<file path="src/rtl/fcct_map.svh">
/*
 * Constants for the four channel capture compare timer: field codes, reset values and
 * widths, as text macros.
 * Assumes it is included by its bare name from files that use the constants.
 */
`ifndef FCCT_MAP_SVH
`define FCCT_MAP_SVH

// ****************************************************************
// Encodings
// ****************************************************************
`define FCCT_SEL_EXT      3'h7
`define FCCT_ACT_NONE     2'h0
`define FCCT_ACT_TOGGLE   2'h1
`define FCCT_ACT_CLEAR    2'h2
`define FCCT_ACT_SET      2'h3
`define FCCT_EDGE_NONE    2'h0
`define FCCT_EDGE_RISE    2'h1
`define FCCT_EDGE_FALL    2'h2
`define FCCT_EDGE_ANY     2'h3

// ****************************************************************
// Reset values and widths
// ****************************************************************
`define FCCT_CNT_RST      16'h0000
`define FCCT_MOD_RST      16'hFFFF
`define FCCT_PRE_W        7
`define FCCT_NCH          4

`endif

</file>
<file path="src/rtl/fcct_pkg.sv">
/*
 * Types of the four channel capture compare timer.
 * Assumes the map header is compiled alongside.
 */
package fcct_pkg;
	typedef logic [15:0] fcct_word_t;
	typedef logic [2:0]  fcct_sel_t;
	typedef logic [1:0]  fcct_act_t;
	typedef enum logic [1:0] {
		FCCT_ACT0 = 2'h1,
		FCCT_ACT1 = 2'h2
	} fcct_owner_t;
endpackage

</file>
<file path="src/rtl/fcct_tick_if.sv">
/*
 * Carrier for the shared time base from the counter to the channels.
 * Assumes a single clock domain.
 */
`timescale 1ns/10ps
interface fcct_tick_if;
	logic [15:0] count;
	logic        tick;
	logic        ovf;
	modport src (output count, output tick, output ovf);
	modport dst (input count, input tick, input ovf);
endinterface

</file>
<file path="src/rtl/fcct_chan.sv">
/*
 * One timer channel: capture or compare, with a flag and a pin output.
 * Assumes a synchronised pin level and one-cycle tick and overflow pulses.
 */
`timescale 1ns/10ps
`include "fcct_map.svh"
module fcct_chan
	import fcct_pkg::*;
(
	// Clock and reset
	input  wire logic       clk,
	input  wire logic       srst,
	fcct_tick_if.dst        tb,
	// Configuration
	input  wire logic       capture_mode,
	input  wire logic [1:0] edge_sel,
	input  wire logic [1:0] action,
	input  wire logic       tov_en,
	input  wire logic [15:0] cmp_value,
	// Pin and capture
	input  wire logic       pin_sync,
	output logic            cap_stb,
	output logic            flag_set,
	output logic            pin_out
);
	logic pin_d_r;
	logic pin_d_nxt;
	logic pin_out_r;
	logic pin_out_nxt;
	logic rise;
	logic fall;
	logic match;
	logic [15:0] cnt_next;

	// Edge detection and compare events.
	// The match acts on the count being entered, so with clear on compare the pulse width equals the value.
	always_comb begin
		cnt_next = tb.ovf ? `FCCT_CNT_RST : tb.count + 16'h0001;
		rise = pin_sync & ~pin_d_r;
		fall = ~pin_sync & pin_d_r;
		cap_stb = capture_mode & (((edge_sel == `FCCT_EDGE_RISE) & rise) |
			((edge_sel == `FCCT_EDGE_FALL) & fall) |
			((edge_sel == `FCCT_EDGE_ANY) & (rise | fall)));
		match = ~capture_mode & tb.tick & (cnt_next == cmp_value);
		flag_set = cap_stb | match;
		pin_d_nxt = pin_sync;
		pin_out_nxt = pin_out_r;
		if (match) begin
			unique case (action)
				`FCCT_ACT_TOGGLE: pin_out_nxt = ~pin_out_r;
				`FCCT_ACT_CLEAR:  pin_out_nxt = 1'b0;
				`FCCT_ACT_SET:    pin_out_nxt = 1'b1;
				default:          pin_out_nxt = pin_out_r;
			endcase
		end else if (~capture_mode & tov_en & tb.ovf) begin
			pin_out_nxt = ~pin_out_r;
		end
		if (capture_mode) begin
			pin_out_nxt = 1'b0;
		end
	end

	// Registered state; a compare at the wrap wins over the overflow toggle.
	always_ff @(posedge clk) begin
		if (srst) begin
			pin_d_r   <= 1'b0;
			pin_out_r <= 1'b0;
		end else begin
			pin_d_r   <= pin_d_nxt;
			pin_out_r <= pin_out_nxt;
		end
	end

	assign pin_out = pin_out_r;
endmodule

</file>
<file path="src/rtl/fcct_top.sv">
/*
 * Four channel capture compare timer with prescaler, modulo counter and buffered pairs.
 * Assumes software writes come as one-cycle strobes on CLK and pins are asynchronous.
 */
`timescale 1ns/10ps
`include "fcct_map.svh"
module fcct_top
	import fcct_pkg::*;
(
	// Clock and reset
	input  wire logic        CLK,
	input  wire logic        SRST,
	// Time base control
	input  wire logic [2:0]  CLOCK_SOURCE_SELECT,
	input  wire logic [15:0] MODULO_LIMIT,
	input  wire logic        EXT_COUNT_CLOCK_PIN,
	// Channel configuration, one field per channel, then the overflow enable and one link bit per pair
	input  wire logic [3:0]  CAPTURE_MODE,
	input  wire logic [7:0]  EDGE_SEL,
	input  wire logic [7:0]  COMPARE_ACTION,
	input  wire logic [3:0]  TOGGLE_ON_OVERFLOW_BIT,
	input  wire logic [3:0]  CHANNEL_IE,
	input  wire logic        OVERFLOW_IE,
	input  wire logic        PAIR01_LINK_BIT,
	input  wire logic        PAIR23_LINK_BIT,
	// Channel value writes
	input  wire logic [3:0]  VALUE_WR,
	input  wire logic [15:0] VALUE_WDATA,
	// Flag clears
	input  wire logic [3:0]  CHANNEL_FLAG_CLR,
	input  wire logic        OVERFLOW_FLAG_CLR,
	// Channel pins
	input  wire logic [3:0]  CHANNEL_PIN_IN,
	output logic [3:0]       CHANNEL_PIN_OUT,
	output logic [3:0]       CHANNEL_PIN_OE,
	// Status
	output logic [15:0]      COUNT_VALUE,
	output logic [63:0]      CHANNEL_VALUE,
	output logic [3:0]       CHANNEL_EVENT_FLAG,
	output logic             OVERFLOW_FLAG,
	output logic [3:0]       CHANNEL_IRQ,
	output logic             OVERFLOW_IRQ,
	output logic [1:0]       PAIR_ACTIVE_SECOND
);
	// ****************************************************************
	// Declarations
	// ****************************************************************
	fcct_tick_if tb ();

	logic [3:0]  pin_s1_r;
	logic [3:0]  pin_s2_r;
	logic        ext_s1_r;
	logic        ext_s2_r;
	logic        ext_d_r;
	logic [6:0]  pre_r;
	logic [6:0]  pre_nxt;
	logic [15:0] cnt_r;
	logic [15:0] cnt_nxt;
	logic        tick;
	logic        ovf;
	logic [15:0] val_r [4];
	logic [15:0] val_nxt [4];
	logic [15:0] cmp_val [4];
	logic [3:0]  cap_stb;
	logic [3:0]  flag_set;
	logic [3:0]  ch_pin;
	logic [3:0]  flag_r;
	logic [3:0]  flag_nxt;
	logic        tof_r;
	logic        tof_nxt;
	logic [1:0]  link;
	logic [3:0]  cap_eff;
	logic [3:0]  pin_r;
	logic [3:0]  pin_nxt;
	logic [3:0]  oe_r;
	logic [3:0]  oe_nxt;
	logic [15:0] cout_r;
	logic [3:0]  irq_r;
	logic [3:0]  irq_nxt;
	logic        oirq_r;
	logic        oirq_nxt;

	// Buffered pair ownership state, one machine per pair.
	fcct_owner_t own_r [2];
	fcct_owner_t own_nxt [2];
	logic [1:0]  pend_r;
	logic [1:0]  pend_nxt;
	fcct_owner_t pend_to_r [2];
	fcct_owner_t pend_to_nxt [2];

	// ****************************************************************
	// Pin synchronisers
	// ****************************************************************
	// Two flops before any logic; only the second stage and the external clock's third flop are observed.
	always_ff @(posedge CLK) begin
		if (SRST) begin
			pin_s1_r <= 4'h0;
			pin_s2_r <= 4'h0;
			ext_s1_r <= 1'b0;
			ext_s2_r <= 1'b0;
			ext_d_r  <= 1'b0;
		end else begin
			pin_s1_r <= CHANNEL_PIN_IN;
			pin_s2_r <= pin_s1_r;
			ext_s1_r <= EXT_COUNT_CLOCK_PIN;
			ext_s2_r <= ext_s1_r;
			ext_d_r  <= ext_s2_r;
		end
	end

	// ****************************************************************
	// Prescaler and counter
	// ****************************************************************
	// The prescaler is a free binary divider; a tap rises once per 2^n bus clocks.
	// Select zero ticks every cycle; the external pin ticks on its synchronised
	// rising edge, so it must stay below half the bus rate.
	always_comb begin
		pre_nxt = pre_r + 7'h01;
		if (CLOCK_SOURCE_SELECT == `FCCT_SEL_EXT) begin
			tick = ext_s2_r & ~ext_d_r;
		end else if (CLOCK_SOURCE_SELECT == 3'h0) begin
			tick = 1'b1;
		end else begin
			tick = (pre_r & ((7'h01 << CLOCK_SOURCE_SELECT) - 7'h01)) == 7'h00;
		end
		ovf = tick & (cnt_r == MODULO_LIMIT);
		cnt_nxt = cnt_r;
		if (ovf) begin
			cnt_nxt = `FCCT_CNT_RST;
		end else if (tick) begin
			cnt_nxt = cnt_r + 16'h0001;
		end
	end

	always_ff @(posedge CLK) begin
		if (SRST) begin
			pre_r <= 7'h00;
			cnt_r <= `FCCT_CNT_RST;
		end else begin
			pre_r <= pre_nxt;
			cnt_r <= cnt_nxt;
		end
	end

	assign tb.count = cnt_r;
	assign tb.tick  = tick;
	assign tb.ovf   = ovf;

	// ****************************************************************
	// Channel value registers and pair ownership
	// ****************************************************************
	// A write to the inactive half arms a handover taken at the next overflow;
	// writing the active half updates it in place and cancels any armed handover.
	assign link = {PAIR23_LINK_BIT, PAIR01_LINK_BIT};

	always_comb begin
		for (int i = 0; i < `FCCT_NCH; i++) begin
			val_nxt[i] = val_r[i];
			if (cap_stb[i]) begin
				val_nxt[i] = cnt_r;
			end else if (VALUE_WR[i]) begin
				val_nxt[i] = VALUE_WDATA;
			end
		end
		for (int p = 0; p < 2; p++) begin
			own_nxt[p]     = own_r[p];
			pend_nxt[p]    = pend_r[p];
			pend_to_nxt[p] = pend_to_r[p];
			if (!link[p]) begin
				own_nxt[p]  = FCCT_ACT0;
				pend_nxt[p] = 1'b0;
			end else begin
				if (ovf && pend_r[p]) begin
					own_nxt[p]  = pend_to_r[p];
					pend_nxt[p] = 1'b0;
				end
				if (VALUE_WR[2*p+1]) begin
					pend_nxt[p]    = (own_nxt[p] != FCCT_ACT1);
					pend_to_nxt[p] = FCCT_ACT1;
				end else if (VALUE_WR[2*p]) begin
					pend_nxt[p]    = (own_nxt[p] != FCCT_ACT0);
					pend_to_nxt[p] = FCCT_ACT0;
				end
			end
		end
	end

	always_ff @(posedge CLK) begin
		if (SRST) begin
			for (int i = 0; i < `FCCT_NCH; i++) begin
				val_r[i] <= 16'h0000;
			end
			for (int p = 0; p < 2; p++) begin
				own_r[p]     <= FCCT_ACT0;
				pend_to_r[p] <= FCCT_ACT0;
			end
			pend_r <= 2'h0;
		end else begin
			val_r     <= val_nxt;
			own_r     <= own_nxt;
			pend_r    <= pend_nxt;
			pend_to_r <= pend_to_nxt;
		end
	end

	// Compare value seen by each channel; a linked first channel uses its owner.
	always_comb begin
		for (int i = 0; i < `FCCT_NCH; i++) begin
			cmp_val[i] = val_r[i];
			cap_eff[i] = CAPTURE_MODE[i];
		end
		for (int p = 0; p < 2; p++) begin
			if (link[p]) begin
				cmp_val[2*p] = (own_r[p] == FCCT_ACT1) ? val_r[2*p+1] : val_r[2*p];
				cap_eff[2*p]   = 1'b0;
				cap_eff[2*p+1] = 1'b1;
			end
		end
	end

	// ****************************************************************
	// Channels
	// ****************************************************************
	// Disturbance after an unsynchronised value change is accepted as is.
	genvar g;
	generate
		for (g = 0; g < `FCCT_NCH; g++) begin : g_ch
			fcct_chan u_ch (
				.clk          (CLK),
				.srst         (SRST),
				.tb           (tb),
				.capture_mode (cap_eff[g]),
				.edge_sel     (EDGE_SEL[2*g+1:2*g]),
				.action       (COMPARE_ACTION[2*g+1:2*g]),
				.tov_en       (TOGGLE_ON_OVERFLOW_BIT[g]),
				.cmp_value    (cmp_val[g]),
				.pin_sync     (pin_s2_r[g]),
				.cap_stb      (cap_stb[g]),
				.flag_set     (flag_set[g]),
				.pin_out      (ch_pin[g])
			);
		end
	endgenerate

	// ****************************************************************
	// Flags, interrupts and pin drive
	// ****************************************************************
	// Set wins over clear so no event is lost; a linked second channel reports only while its CAPTURE_MODE bit is set.
	always_comb begin
		flag_nxt = flag_r & ~CHANNEL_FLAG_CLR;
		for (int i = 0; i < `FCCT_NCH; i++) begin
			if (flag_set[i] && !(link[i/2] && (i % 2 == 1) && !CAPTURE_MODE[i])) begin
				flag_nxt[i] = 1'b1;
			end
		end
		for (int p = 0; p < 2; p++) begin
			if (link[p] && !CAPTURE_MODE[2*p+1]) begin
				flag_nxt[2*p+1] = 1'b0;
			end
		end
		tof_nxt = (tof_r & ~OVERFLOW_FLAG_CLR) | ovf;
		irq_nxt  = flag_nxt & CHANNEL_IE;
		oirq_nxt = tof_nxt & OVERFLOW_IE;
		oe_nxt   = ~cap_eff;
		pin_nxt  = ch_pin;
	end

	// Output registers; the count copy is read-only and never feeds the counter.
	always_ff @(posedge CLK) begin
		if (SRST) begin
			flag_r <= 4'h0;
			tof_r  <= 1'b0;
			irq_r  <= 4'h0;
			oirq_r <= 1'b0;
			oe_r   <= 4'h0;
			pin_r  <= 4'h0;
			cout_r <= 16'h0000;
		end else begin
			flag_r <= flag_nxt;
			tof_r  <= tof_nxt;
			irq_r  <= irq_nxt;
			oirq_r <= oirq_nxt;
			oe_r   <= oe_nxt;
			pin_r  <= pin_nxt;
			cout_r <= cnt_nxt;
		end
	end

	assign COUNT_VALUE        = cout_r;
	assign CHANNEL_VALUE      = {val_r[3], val_r[2], val_r[1], val_r[0]};
	assign CHANNEL_EVENT_FLAG = flag_r;
	assign OVERFLOW_FLAG      = tof_r;
	assign CHANNEL_IRQ        = irq_r;
	assign OVERFLOW_IRQ       = oirq_r;
	assign CHANNEL_PIN_OUT    = pin_r;
	assign CHANNEL_PIN_OE     = oe_r;
	assign PAIR_ACTIVE_SECOND = {own_r[1] == FCCT_ACT1, own_r[0] == FCCT_ACT1};
endmodule

</file>
<file path="config.mk">
export PLATFORM = sky130hd
export DESIGN_NAME = fcct_top
export DESIGN_NICKNAME = d
export VERILOG_FILES = /design/src/rtl/fcct_pkg.sv /design/src/rtl/fcct_tick_if.sv /design/src/rtl/fcct_chan.sv /design/src/rtl/fcct_top.sv
export VERILOG_INCLUDE_DIRS = /design/src /design/src/rtl
export SDC_FILE = /design/constraint.sdc
export NUM_CORES = 1
export LEC_CHECK = 0
export ABC_CLOCK_PERIOD_IN_PS = 9600
export BUFFER_PORTS_ARGS = -buffer_cell sky130_fd_sc_hd__buf_2
export CORE_MARGIN = 2
export CORE_UTILIZATION = 40
export CTS_BUF_LIST = sky130_fd_sc_hd__clkbuf_4 sky130_fd_sc_hd__clkbuf_8
export CTS_CLUSTER_DIAMETER = 30
export CTS_CLUSTER_SIZE = 20
export DETAILED_ROUTE_END_ITERATION = 16
export GPL_ROUTABILITY_DRIVEN = 1
export HOLD_SLACK_MARGIN = 0.05
export PLACE_DENSITY = 0.61
export SLEW_MARGIN = 40
export SYNTH_ARGS = -nofsm -noshare
export SYNTH_HDL_FRONTEND = slang
export SYNTH_SLANG_ARGS = --single-unit
</file>
<file path="constraint.sdc">
create_clock -name CLK -period 9.6 [get_ports CLK]
set_input_delay 1.92 -clock CLK [delete_from_list [all_inputs] [get_ports CLK]]
set_output_delay 1.92 -clock CLK [all_outputs]
set_load 0.01 [all_outputs]
</file>
==> summary.md <==
| Metric | Value |
|---|---|
| DRC violations left | 0 |
| Synth top area share | 32.96% |
| Crit. End Element | register |
| Drt pass-1 iters | 5 |
| H-tree depth | 4 |
| Final Hold Viols | 0 |
| Ys flop type | dfxtp_1 |
| Io pins | 182 |
| Layout net count | 1,185 |
| Worst R2R Setup Slack | 5450 ps |
| Worst-path fanout max | 51 |
| Post-synth ARST share | 0% |
| # clock sinks | 134 |
| Lkg Pwr | 4.302 nW |
| Critical Path Source Type | input pin |
| Hold Buf Count CTS | 0 |
| Vias | 7,757 |
| Placed instance area | 0.009139 mm² |
| Warnings, synthesis | 0 |
| FMAX | 188.5 MHz |
| Hold worst-path end | pin_s2_r[1] |
| Crit share post-route | 55.26% |
| Clock transition at path regs | 80 ps |
| Register bit count reported by yosys | 134 |
| IO Port Bufs | 181 |
| Number of nets with antenna violations after routing | 0 |
| Design area | 0.009613 mm² |
| Initial drt markers | 539 |
| Vias in the first global route | 6,942 |
| DP Worst Slack | 3909 ps |
| Drt total wl | 26.91 mm |
| Post-Place Cells | 1,343 |
| Inserted Clock Buffers | 17 |
| CP Data Required Time | 10,020 ps |
| Area Overhead vs Synth | 18.11% |
| Die area | 0.02150 mm² |
| Routed len/inst | 19.57 µm |
| PostCTS Resize Cnt | 0 |
| Clk root buf | clkbuf_8 |
| Outcome | completed |
| # Max-Cap Violations | 0 |
| Die H | 146.6 µm |
| Clock skew | 12.75 ps |
| Slew @ Worst Pin | 920.4 ps |
| Clock share of power | 37.9% |
| Hold crit path type | register to register |
| Crit Path Class | input pin to register |
| Dpl hpwl | 19.66 mm |
| Post-synth EDFFs | 0 |
| Cell internal pwr | 1.004 mW |
| R2r startpoint | COUNT_VALUE[1] |
| RSZ-0062 raised after global routing | false |
| Worst EP arrival | 5720 ps |
| Setup TNS | 0 ps |
| Fin Hold WS | 442.1 ps |
| Synth top area cells | dfxtp_1 33%, mux2i_1 12%, xnor2_1 6.2% |
| Psw | 0.4246 mW |
| Worst skew pair latency | 470 ps |
| Global-route wire length before repair | 40.92 mm |
| Worst hold start | pin_s1_r[1] |
| Average cell area after synthesis | 8.540 µm² |
| Synth top cells by count | 134 x dfxtp_1, 130 x nor2_1, 99 x mux2i_1 |
| Top-count cell post-synth | dfxtp_1 |
| Comb pwr share | 17.5% |
| Syn nets | 1,046 |
| Post-synthesis cell type count | 72 |
| Worst R2R Path Depth | 11 |
| Post-synthesis sequential area ratio | 32.96% |
| Final worst path period need | 5305 ps |
| Final setup violating endpoints | 0 |
| Hold Path Depth | 1 |
| Post-synthesis instance total | 953 |
| Fin cells | 1,375 |
| Number of fill cells | 2,001 |
| Fraction of layout cells with a size suffix above 1 | 23.53% |
| Gr ovfl total | 0 |
| Synthesized area | 0.008139 mm² |
| Initial Utilization | 40.48% |
| Diode count | 0 |
| Post-route setup slack | 4295 ps |
| Postcts setup bufs | 0 |
| Total power | 1.429 mW |
| FP Rows | 52 |
| Switching share of power | 29.72% |
| Max Slew Vio Count | 0 |
| DIE WIDTH | 146.6 µm |
| Total track usage | 24.70% |
| Cell taking the most area after synthesis | dfxtp_1 |
| Clock Tree Buf Depth | 2 |
| Cell Pwr Density | 148.6 mW/mm² |
| Core Util, Final | 47.82% |
| Core Area | 0.02010 mm² |
| Terminus of the critical flop-to-flop path | g_ch[0].u_ch.pin_out |
| RD Place Congestion | 0.9217 |
| Seq pwr share | 44.6% |
| VDD IR max | 79.06 µV |
| Max_slew headroom | 38.56% |
| Number of vias per cell | 5.641 |
| Largest net degree at the start of global routing | 62 |
| TritonCTS clock tree | built |
| Antenna violations before repair | 0 |
==> registers in the layout, summed over array words and instances, names as in the netlist, 2 cells and up <==
name and count:
own_r 4, pin_s2_r 4, CHANNEL_VALUE 64, pin_s1_r 4, COUNT_VALUE 16, CHANNEL_EVENT_FLAG 4, CHANNEL_IRQ 4, CHANNEL_PIN_OE 4
pend_r 2, pend_to_r 4, g_ch.u_ch.pin_out 4, pre_r 7, CHANNEL_PIN_OUT 4, g_ch.u_ch.pin_d_r 4
==> layout make-up <==
class	count	area, µm²	share of cell area [%]
Inverter	23	86.33	0.8981
Sequential cell	134	2684	27.92
Clock inverter	11	171.4	1.783
Multi-Input combinational cell	725	5070	52.74
Clock buffer	21	282.8	2.942
Tap cell	270	337.8	3.514
Timing Repair Buffer	191	980.9	10.20
==> critical path, cell delays in order <==
cell       delay (ps)
buf_2             140
or3_1             410
ha_1              290
mux2_2            290
o2111ai_1         160
and3_1            380
o211a_4           580
a21oi_1            80
o32ai_1           260
o221ai_1          170
nor4_2            580
mux2_1            380
nand2_1            60
==> cell families after synthesis <==
family	after synthesis	share of synthesized area, %
xor+xnor	82	8.824
fa+ha+maj	11	1.691
simple gates	326	20.46
flops	134	32.96
buf+inv	94	5.257
compound gates	201	17.76
mux	105	13.05
==> placed cells by master (no fill, tap or decap), drive strengths merged, types with 9 or more instances in the layout <==
master / count
buf: 191
dfxtp: 134
nor2: 130
mux2i: 99
a211oi: 67
xnor2: 58
nand2: 45
nand3: 29
a21oi: 29
inv: 24
xor2: 24
o21ai: 23
nor3: 21
clkbuf: 21
nand2b: 19
nor2b: 19
nand4: 12
ha: 11
a31oi: 9
==> worst max-delay path by stage <==
stage                                       from                   end  slack [ps]  cells after the start
after floorplan           CLOCK_SOURCE_SELECT[0]  g_ch[1].u_ch.pin_out        4620                     15
after global placement    CLOCK_SOURCE_SELECT[1]  g_ch[1].u_ch.pin_out        4020                     13
after detailed placement  CLOCK_SOURCE_SELECT[1]  g_ch[1].u_ch.pin_out        3910                     13
after CTS                 CLOCK_SOURCE_SELECT[1]  g_ch[1].u_ch.pin_out        4390                     13
after global routing      CLOCK_SOURCE_SELECT[1]  g_ch[1].u_ch.pin_out        4130                     13
final                     CLOCK_SOURCE_SELECT[1]  g_ch[1].u_ch.pin_out        4300                     13
==> power groups by stage <==
stage | clock network (mW) | logic (mW) | registers [mW]
6_report | 0.542 | 0.250 | 0.637
5_1_grt | 0.571 | 0.274 | 0.641
4_1_cts | 0.551 | 0.250 | 0.635
3_5_place_dp | 0 | 0.248 | 0.648
3_3_place_gp | 0 | 0.246 | 0.647
2_1_floorplan | 0 | 0.159 | 0.636
==> layer usage <==
| layer | GRT usage (%) | part of all wire [%] |
|---|---|---|
| met1 | 34.59 | 46 |
| met4 | 10.92 | 3.2 |
| met3 | 4.625 | 8.7 |
| met2 | 36.95 | 43 |
| met5 | 0 | 0 |
No activity file was read; power rests on OpenSTA's default activity.
